--- config.mk ---
export PLATFORM = sky130hd
export DESIGN_NAME = sar_adc_conversion_control
export DESIGN_NICKNAME = d
export VERILOG_FILES = /design/src/sar_ctrl_pkg.sv /design/src/sar_adc_conversion_control.sv
export VERILOG_INCLUDE_DIRS = /design/src
export SDC_FILE = /design/constraint.sdc
export NUM_CORES = 1
export LEC_CHECK = 0
export ABC_AREA = 1
export BUFFER_PORTS_ARGS = -buffer_cell sky130_fd_sc_hd__buf_2
export CAP_MARGIN = 10
export CORE_MARGIN = 1.5
export CORE_UTILIZATION = 41
export CTS_CLUSTER_DIAMETER = 200
export DETAILED_ROUTE_END_ITERATION = 6
export SYNTH_ARGS = -nofsm -noshare
export SYNTH_HDL_FRONTEND = slang
export SYNTH_SLANG_ARGS = --single-unit
--- constraint.sdc ---
create_clock -name i_clk -period 2.28 [get_ports i_clk]
set_input_delay 0.456 -clock i_clk [delete_from_list [all_inputs] [get_ports i_clk]]
set_output_delay 0.456 -clock i_clk [all_outputs]
set_load 0.02 [all_outputs]
--- src/sar_ctrl_regs.svh ---
`ifndef SAR_CTRL_REGS_SVH
`define SAR_CTRL_REGS_SVH
// ============================================================
// register offsets
`define OFS_SC1 3'h0
`define OFS_SC2 3'h1
`define OFS_RES_HI 3'h2
`define OFS_RES_LO 3'h3
`define OFS_CMP_HI 3'h4
`define OFS_CMP_LO 3'h5
`define OFS_CFG 3'h6
`define OFS_TICK 3'h7
// ============================================================
// field positions
`define SC1_DONE 7
`define SC1_IRQ_EN 6
`define SC1_CONT 5
`define SC2_ACTIVE 7
`define SC2_TRIG 6
`define SC2_CMP_EN 5
`define SC2_CMP_GE 4
`define CFG_MODE10 2
`define TICK_SRC 3
// ============================================================
// reset values and codes
`define CH_OFF 5'h1F
`define CH_RESERVED 5'h1C
`define CH_HIGH_REF 5'h1D
`define CH_LOW_REF 5'h1E
`define CH_LAST_INPUT 5'h1B
`define SC1_RESET 8'h1F
`define SC2_RESET 8'h00
`define CFG_RESET 8'h00
`define TICK_RESET 8'h00
`define TICK_BASE_BITS 4
`endif

--- src/sar_ctrl_pkg.sv ---
package sar_ctrl_pkg;
    typedef enum logic [1:0] {
        CLK_BUS,
        CLK_BUS_DIV2,
        CLK_ALT,
        CLK_ASYNC
    } conv_clk_sel_t;
    typedef enum {
        ST_IDLE,
        ST_CONVERT
    } conv_state_t;
endpackage : sar_ctrl_pkg

--- src/sar_adc_conversion_control.sv ---
// Operation
// - conversion clock is bus clock, bus clock halved, or local async clock
// - alternate clock selection has no source and gives no conversion clock
// - hardware trigger starts a conversion on each tick counter overflow while idle, unless channel all ones
// - tick counter counts reference clock edges or internal low-frequency edges
// - trigger path stays live in run, wait and deep stop modes
// - any control 1 write aborts; in software trigger mode starts new conversion unless channel all ones
// - done flag set per conversion, or only on compare match if enabled
// - done flag clears on control 1 write or low result read
// - interrupt request raised when done flag sets with irq enable high
// - continuous off: one conversion per write or per hardware trigger
// - continuous on: back-to-back conversions after write or hardware trigger
// - channel codes decode to inputs 0-27, reserved, high and low reference
// - all-ones channel powers down, isolates input, stops without extra conversion
// - single mode enters low power automatically after each conversion
// - results right-justified in 10-bit or 8-bit format
// - automatic compare of each result against programmable value
// - the one reserved channel code converts to an undefined value
// - active bit high from conversion start until completion or abort
// - trigger select picks software write or hardware trigger starts
// - compare matches below value, or at or above with ge select
//
// Local design decisions: the address-and-strobe port and the address map.
`include "sar_ctrl_regs.svh"
module sar_adc_conversion_control #(
    parameter int TICK_W = 16
) (
    input wire logic i_clk,
    input wire logic i_reset,
    input wire logic [2:0] i_addr,
    input wire logic [7:0] i_wdata,
    input wire logic i_wr,
    input wire logic i_rd,
    output logic [7:0] o_rdata,
    input wire logic i_ext_reference_clock,
    input wire logic i_lowfreq_clock,
    input wire logic i_core_done,
    input wire logic [9:0] i_core_result,
    output sar_ctrl_pkg::conv_clk_sel_t o_clk_select,
    output logic o_conv_clk_tick,
    output logic o_conv_start,
    output logic o_conv_abort,
    output logic o_mode_10bit,
    output logic o_core_powered,
    output logic o_input_isolate,
    output logic [4:0] o_input_index,
    output logic o_sel_input,
    output logic o_sel_high_reference,
    output logic o_sel_low_reference,
    output logic o_conv_irq
);
    import sar_ctrl_pkg::*;

    // ============================================================
    // helpers
    function automatic logic cmp_match(input logic [9:0] res, input logic [9:0] ref_v,
                                       input logic ge);
        cmp_match = ge ? (res >= ref_v) : (res < ref_v);
    endfunction : cmp_match

    function automatic logic [2:0] sync_step(input logic [2:0] s, input logic d);
        sync_step = {s[1:0], d};
    endfunction : sync_step

    // ============================================================
    // registers
    logic [7:0] sc1_ff, nxt_sc1;
    logic [7:0] sc2_ff, nxt_sc2;
    logic [7:0] cfg_ff, nxt_cfg;
    logic [7:0] tick_cfg_ff, nxt_tick_cfg;
    logic [9:0] cmp_ff, nxt_cmp;
    logic [9:0] result_ff, nxt_result;
    logic [7:0] rdata_ff, nxt_rdata;
    logic done_flag_ff, nxt_done_flag;
    conv_state_t state_ff, nxt_state;
    logic div_ff, nxt_div;
    logic [2:0] ref_sync_ff, nxt_ref_sync;
    logic [2:0] low_sync_ff, nxt_low_sync;
    logic [2:0] done_sync_ff, nxt_done_sync;
    logic ref_seen_ff, nxt_ref_seen;
    logic low_seen_ff, nxt_low_seen;
    logic done_seen_ff, nxt_done_seen;
    logic [TICK_W-1:0] tick_cnt_ff, nxt_tick_cnt;
    logic trig_ff, nxt_trig;
    logic start_ff, nxt_start;
    logic abort_ff, nxt_abort;

    logic sc1_write;
    logic res_lo_read;
    logic chan_off;
    logic sw_trig_mode;
    logic tick_edge;
    logic done_event;
    logic ref_level, low_level, done_level;
    logic [TICK_W-1:0] tick_mask;
    logic [9:0] res_fmt;
    logic cmp_ok;
    logic hw_start;

    assign sc1_write = i_wr && i_addr == `OFS_SC1;
    assign res_lo_read = i_rd && i_addr == `OFS_RES_LO;
    assign chan_off = sc1_ff[4:0] == `CH_OFF;
    assign sw_trig_mode = !sc2_ff[`SC2_TRIG];

    // ============================================================
    // synchronisers and tick counter
    always_comb begin
        nxt_ref_sync = sync_step(ref_sync_ff, i_ext_reference_clock);
        nxt_low_sync = sync_step(low_sync_ff, i_lowfreq_clock);
        nxt_done_sync = sync_step(done_sync_ff, i_core_done);
        ref_level = ref_sync_ff[2] == ref_sync_ff[1] ? ref_sync_ff[1] : ref_seen_ff;
        low_level = low_sync_ff[2] == low_sync_ff[1] ? low_sync_ff[1] : low_seen_ff;
        done_level = done_sync_ff[2] == done_sync_ff[1] ? done_sync_ff[1] : done_seen_ff;
        nxt_ref_seen = ref_level;
        nxt_low_seen = low_level;
        nxt_done_seen = done_level;
        done_event = done_level && !done_seen_ff;
        // tick source: reference clock or internal low-frequency clock
        tick_edge = tick_cfg_ff[`TICK_SRC] ? (ref_level && !ref_seen_ff)
                                            : (low_level && !low_seen_ff);
        tick_mask = TICK_W'((64'h1 << (`TICK_BASE_BITS + int'(tick_cfg_ff[2:0]))) - 64'h1);
        nxt_tick_cnt = tick_cnt_ff;
        nxt_trig = 1'b0;
        // free running, no gating by power mode
        if (tick_edge) begin
            if ((tick_cnt_ff & tick_mask) == tick_mask) begin
                nxt_tick_cnt = '0;
                nxt_trig = 1'b1;
            end else begin
                nxt_tick_cnt = tick_cnt_ff + TICK_W'(1);
            end
        end
        // one-cycle trigger per overflow
        hw_start = trig_ff && !sw_trig_mode;
    end

    always_ff @(posedge i_clk) begin
        if (i_reset) begin
            ref_sync_ff <= 3'h0;
            low_sync_ff <= 3'h0;
            done_sync_ff <= 3'h0;
            ref_seen_ff <= 1'b0;
            low_seen_ff <= 1'b0;
            done_seen_ff <= 1'b0;
            tick_cnt_ff <= '0;
            trig_ff <= 1'b0;
        end else begin
            ref_sync_ff <= nxt_ref_sync;
            low_sync_ff <= nxt_low_sync;
            done_sync_ff <= nxt_done_sync;
            ref_seen_ff <= nxt_ref_seen;
            low_seen_ff <= nxt_low_seen;
            done_seen_ff <= nxt_done_seen;
            tick_cnt_ff <= nxt_tick_cnt;
            trig_ff <= nxt_trig;
        end
    end

    // ============================================================
    // conversion sequencing
    always_comb begin
        res_fmt = cfg_ff[`CFG_MODE10] ? i_core_result : {2'h0, i_core_result[7:0]};
        cmp_ok = cfg_ff[`CFG_MODE10]
            ? cmp_match(res_fmt, cmp_ff, sc2_ff[`SC2_CMP_GE])
            : cmp_match({2'h0, res_fmt[7:0]}, {2'h0, cmp_ff[7:0]}, sc2_ff[`SC2_CMP_GE]);
        nxt_state = state_ff;
        nxt_start = 1'b0;
        nxt_abort = 1'b0;
        nxt_result = result_ff;
        nxt_done_flag = done_flag_ff;
        if (sc1_write || res_lo_read) begin
            nxt_done_flag = 1'b0;
        end
        case (state_ff)
            ST_IDLE: begin
                if (hw_start && !chan_off) begin
                    nxt_state = ST_CONVERT;
                    nxt_start = 1'b1;
                end
            end
            ST_CONVERT: begin
                if (done_event) begin
                    if (!sc2_ff[`SC2_CMP_EN] || cmp_ok) begin
                        nxt_result = res_fmt;
                        nxt_done_flag = 1'b1;
                    end
                    // continuous restarts; single drops to low power
                    if (sc1_ff[`SC1_CONT] && !chan_off) begin
                        nxt_start = 1'b1;
                    end else begin
                        nxt_state = ST_IDLE;
                    end
                end
            end
            default: begin
                nxt_state = ST_IDLE;
            end
        endcase
        if (sc1_write) begin
            nxt_abort = state_ff == ST_CONVERT;
            if (sw_trig_mode && i_wdata[4:0] != `CH_OFF) begin
                nxt_state = ST_CONVERT;
                nxt_start = 1'b1;
            end else begin
                nxt_state = ST_IDLE;
                nxt_start = 1'b0;
            end
        end
    end

    always_ff @(posedge i_clk) begin
        if (i_reset) begin
            state_ff <= ST_IDLE;
            start_ff <= 1'b0;
            abort_ff <= 1'b0;
            result_ff <= 10'h000;
            done_flag_ff <= 1'b0;
        end else begin
            state_ff <= nxt_state;
            start_ff <= nxt_start;
            abort_ff <= nxt_abort;
            result_ff <= nxt_result;
            done_flag_ff <= nxt_done_flag;
        end
    end

    // ============================================================
    // register bus
    always_comb begin
        nxt_sc1 = sc1_ff;
        nxt_sc2 = sc2_ff;
        nxt_cfg = cfg_ff;
        nxt_tick_cfg = tick_cfg_ff;
        nxt_cmp = cmp_ff;
        nxt_rdata = 8'h00;
        if (i_wr) begin
            case (i_addr)
                `OFS_SC1: nxt_sc1 = {1'b0, i_wdata[6:0]};
                `OFS_SC2: nxt_sc2 = {2'h0, i_wdata[5:4], 4'h0} | {1'b0, i_wdata[6], 6'h00};
                `OFS_CMP_HI: nxt_cmp = {i_wdata[1:0], cmp_ff[7:0]};
                `OFS_CMP_LO: nxt_cmp = {cmp_ff[9:8], i_wdata};
                `OFS_CFG: nxt_cfg = {5'h00, i_wdata[2:0]};
                `OFS_TICK: nxt_tick_cfg = {4'h0, i_wdata[3:0]};
                default: nxt_cfg = cfg_ff;
            endcase
        end
        if (i_rd) begin
            case (i_addr)
                `OFS_SC1: nxt_rdata = {done_flag_ff, sc1_ff[6:0]};
                `OFS_SC2: nxt_rdata = {state_ff == ST_CONVERT, sc2_ff[6:0]};
                `OFS_RES_HI: nxt_rdata = {6'h00, result_ff[9:8]};
                `OFS_RES_LO: nxt_rdata = result_ff[7:0];
                `OFS_CMP_HI: nxt_rdata = {6'h00, cmp_ff[9:8]};
                `OFS_CMP_LO: nxt_rdata = cmp_ff[7:0];
                `OFS_CFG: nxt_rdata = cfg_ff;
                `OFS_TICK: nxt_rdata = tick_cfg_ff;
                default: nxt_rdata = 8'h00;
            endcase
        end
        nxt_div = !div_ff;
    end

    always_ff @(posedge i_clk) begin
        if (i_reset) begin
            sc1_ff <= `SC1_RESET;
            sc2_ff <= `SC2_RESET;
            cfg_ff <= `CFG_RESET;
            tick_cfg_ff <= `TICK_RESET;
            cmp_ff <= 10'h000;
            rdata_ff <= 8'h00;
            div_ff <= 1'b0;
        end else begin
            sc1_ff <= nxt_sc1;
            sc2_ff <= nxt_sc2;
            cfg_ff <= nxt_cfg;
            tick_cfg_ff <= nxt_tick_cfg;
            cmp_ff <= nxt_cmp;
            rdata_ff <= nxt_rdata;
            div_ff <= nxt_div;
        end
    end

    // ============================================================
    // outputs
    always_comb begin
        o_clk_select = conv_clk_sel_t'(cfg_ff[1:0]);
        case (o_clk_select)
            CLK_BUS: o_conv_clk_tick = 1'b1;
            CLK_BUS_DIV2: o_conv_clk_tick = div_ff;
            CLK_ALT: o_conv_clk_tick = 1'b0;
            default: o_conv_clk_tick = 1'b0;
        endcase
        o_input_index = sc1_ff[4:0];
        o_sel_input = sc1_ff[4:0] <= `CH_LAST_INPUT;
        o_sel_high_reference = sc1_ff[4:0] == `CH_HIGH_REF;
        o_sel_low_reference = sc1_ff[4:0] == `CH_LOW_REF;
        // reserved code left undriven to any input: result undefined
        o_input_isolate = chan_off || sc1_ff[4:0] == `CH_RESERVED;
        o_core_powered = state_ff == ST_CONVERT && !chan_off;
        o_conv_irq = done_flag_ff && sc1_ff[`SC1_IRQ_EN];
    end

    assign o_rdata = rdata_ff;
    assign o_conv_start = start_ff;
    assign o_conv_abort = abort_ff;
    assign o_mode_10bit = cfg_ff[`CFG_MODE10];
endmodule : sar_adc_conversion_control

==> qor.yml <==
grtUsageMet3_pct: 3.09
min_period_ps: 2060
drt_iter0_markers: 201
max-vdd-ir-drop_mv: 0.457
power_density_mw_per_mm2: 666
cts_tree: "done"
antenna_found_initial: 0
overflow: 0
synth_edf_count: 0
viasPerCell: 5.00
worstMarginPinSlew_ps: 528
die-width_um: 97.1
grt_pass1_wl_mm: 14.8
hpwl_mm: 6.82
rsz0062_at_grt: "false"
synthCells: 488
final_common_cell: "nand2_1"
yosysSeqAreaShare_pct: 40.8
fin_nets: 577
grtUsageMet1_pct: 28.0
status: "finished, final reports clean"
clock_latency_ps: 340
die-area_sq_mm: 0.00942
crit_path_end_kind: "register"
cp.required_ps: 2520
syn-num-nets: 527
setup_violations: 0
wl_mm: 8.94
drv_cap: 0
grt_max_degree: 26
gp_congestion: 0.874
grt_usage_pct: 19.6
synth_ff_type: "dfxtp_1"
slew_viol_final: 0
rows: 34
area_delta_synth_final_pct: 15.1
diodes: 0
cts_resized: 0
grt_use_met2_pct: 30.7
numPortBuffers: 52
yosysWarnings: 0
drive_gt1_share_pct: 20.3
syn_area_sq_mm: 0.00363
path_clk_slew_ps: 80
placed_cells: 635
slew_headroom_pct: 64.8
hold_buffers: 0
grt_pass1_vias: 3043
grt-busiest-layer: "met2"
die_h_um: 97.1
fin_area_sq_mm: 0.00418
syn_avg_cell_area_sq_um: 7.44
critPathKind: "register to register"
post_cts_buffers: 0
final_cell_mix: "94 x nand2_1, 74 x dfxtp_1, 63 x inv_1, 55 x nor2_1, 52 x buf_2"
cts_buffers: 9
skew_ps: 5.94
start_util_pct: 42.0
critical_path_arrival_ps: 2300
ant_nets: 0
cts_max_path_buffers: 2
cp_max_fo: 19
firstDrtPassIters: 4
root_buffer: "clkbuf_8"
stdcell_count: 651
drc_errors: 0
async_reset_ff_share_pct: 0
synth-seq-cells: 74
coreArea_sq_mm: 0.00864
vias: 3254
wl_per_cell_um: 13.7
synth_cell_types: 45
final.setup.tns_ps: 0
period_share_pct: 90.2
htreeDepth: 3
hold_path.class: "input port to register"
fmax_ghz: 0.486
p_leak_uw: 0.00183
placed_area_sq_mm: 0.00395
hold_viol: 0
pin_count: 53
critPathLaunchType: "register"
cts.sinks: 74
hold_ws_ps: 315
## per-stage QoR
step	util, %	total power, uW	worst slack [ps]
5_1_grt	48.4	2900	34.2
3_3_place_gp	45.7	1640	140
3_5_place_dp	45.7	1650	71.4
6_report	48.4	2780	223
2_1_floorplan	-	1550	311
4_1_cts	48.4	2800	226
## synth_stat cells (4+ instances only)
master    number  area [sq um]
a21oi_1       42           210
nor2_1        55           206
ha_1          11           138
inv_2         10          37.5
nand3_1       21           105
inv_1         63           236
nor3_2         4          40.0
o21ai_0       16          80.1
nand3b_1       7          52.6
clkbuf_1       6          22.5
buf_6          4          45.0
a211oi_1       7          52.6
nor2_2         4          25.0
dfxtp_1       74          1480
buf_4          6          45.0
a31oi_1        6          37.5
nand2_1       94           353
nor3_1        10          50.1
o21ai_1        5          25.0
## cell families after synthesis
| family | Yosys count | share of synthesized area (%) |
|---|---|---|
| simple gates | 211 | 27.2 |
| compound gates | 96 | 16.1 |
| buf+inv | 92 | 11.0 |
| flops | 74 | 40.8 |
| fa+ha+maj | 11 | 3.79 |
| xor+xnor | 4 | 0.966 |
## where the power goes
group	leakage [uW]	switching [uW]	internal (uW)
clock	0.000117	487	677
sequential	0.000600	19.2	1320
combinational	0.00111	187	93.0
## layout make-up
cell class	instances	area (sq um)
sequential	74	1480
tap	108	135
timing repair buffer	58	305
inverter	73	274
clock buffer	12	155
multi-input combinational	322	1750
fill	871	4460
clock inverter	4	73.8
## sequential cells by signal, indices dropped and copies added (netlist names), 3 cells and up
name and cells:
result_ff 10, tick_cfg_ff 4, low_sync_ff 3, sc1_ff 7
cmp_ff 10, tick_cnt_ff 11, o_rdata 8, cfg_ff 3
ref_sync_ff 3, done_sync_ff 3, sc2_ff 3
## critical path, stage by stage, from the launching register on
cell     delay, ps
dfxtp_1        410
nand2_1         70
inv_1           80
ha_1           230
nand2_1        130
inv_2           70
a21oi_1        140
nand2_1         70
nor2_1         100
nand2_1         60
nand3_2         70
nand3_4        190
nand2_1        170
nand2_1         70
nand2_1         50
nor2_1          40
## metal layers
metal  vias to the layer above  wire length (um)
met3                         8               533
li1                       1691                 -
met1                      1456              4360
met2                        99              3990
met5                         -                 0
met4                         0                65
## final timing paths
path | from | endpoint | slack (ps) | depth (start not counted)
worst max-delay path | cfg_ff[2] | result_ff[9] | 220 | 15
worst max register to register | cfg_ff[2] | result_ff[9] | 220 | 15
worst min register to register | low_sync_ff[0] | low_sync_ff[1] | 400 | 2
worst min-delay path | i_lowfreq_clock | low_sync_ff[0] | 310 | 3
No activity file was read; power rests on OpenSTA's default activity.
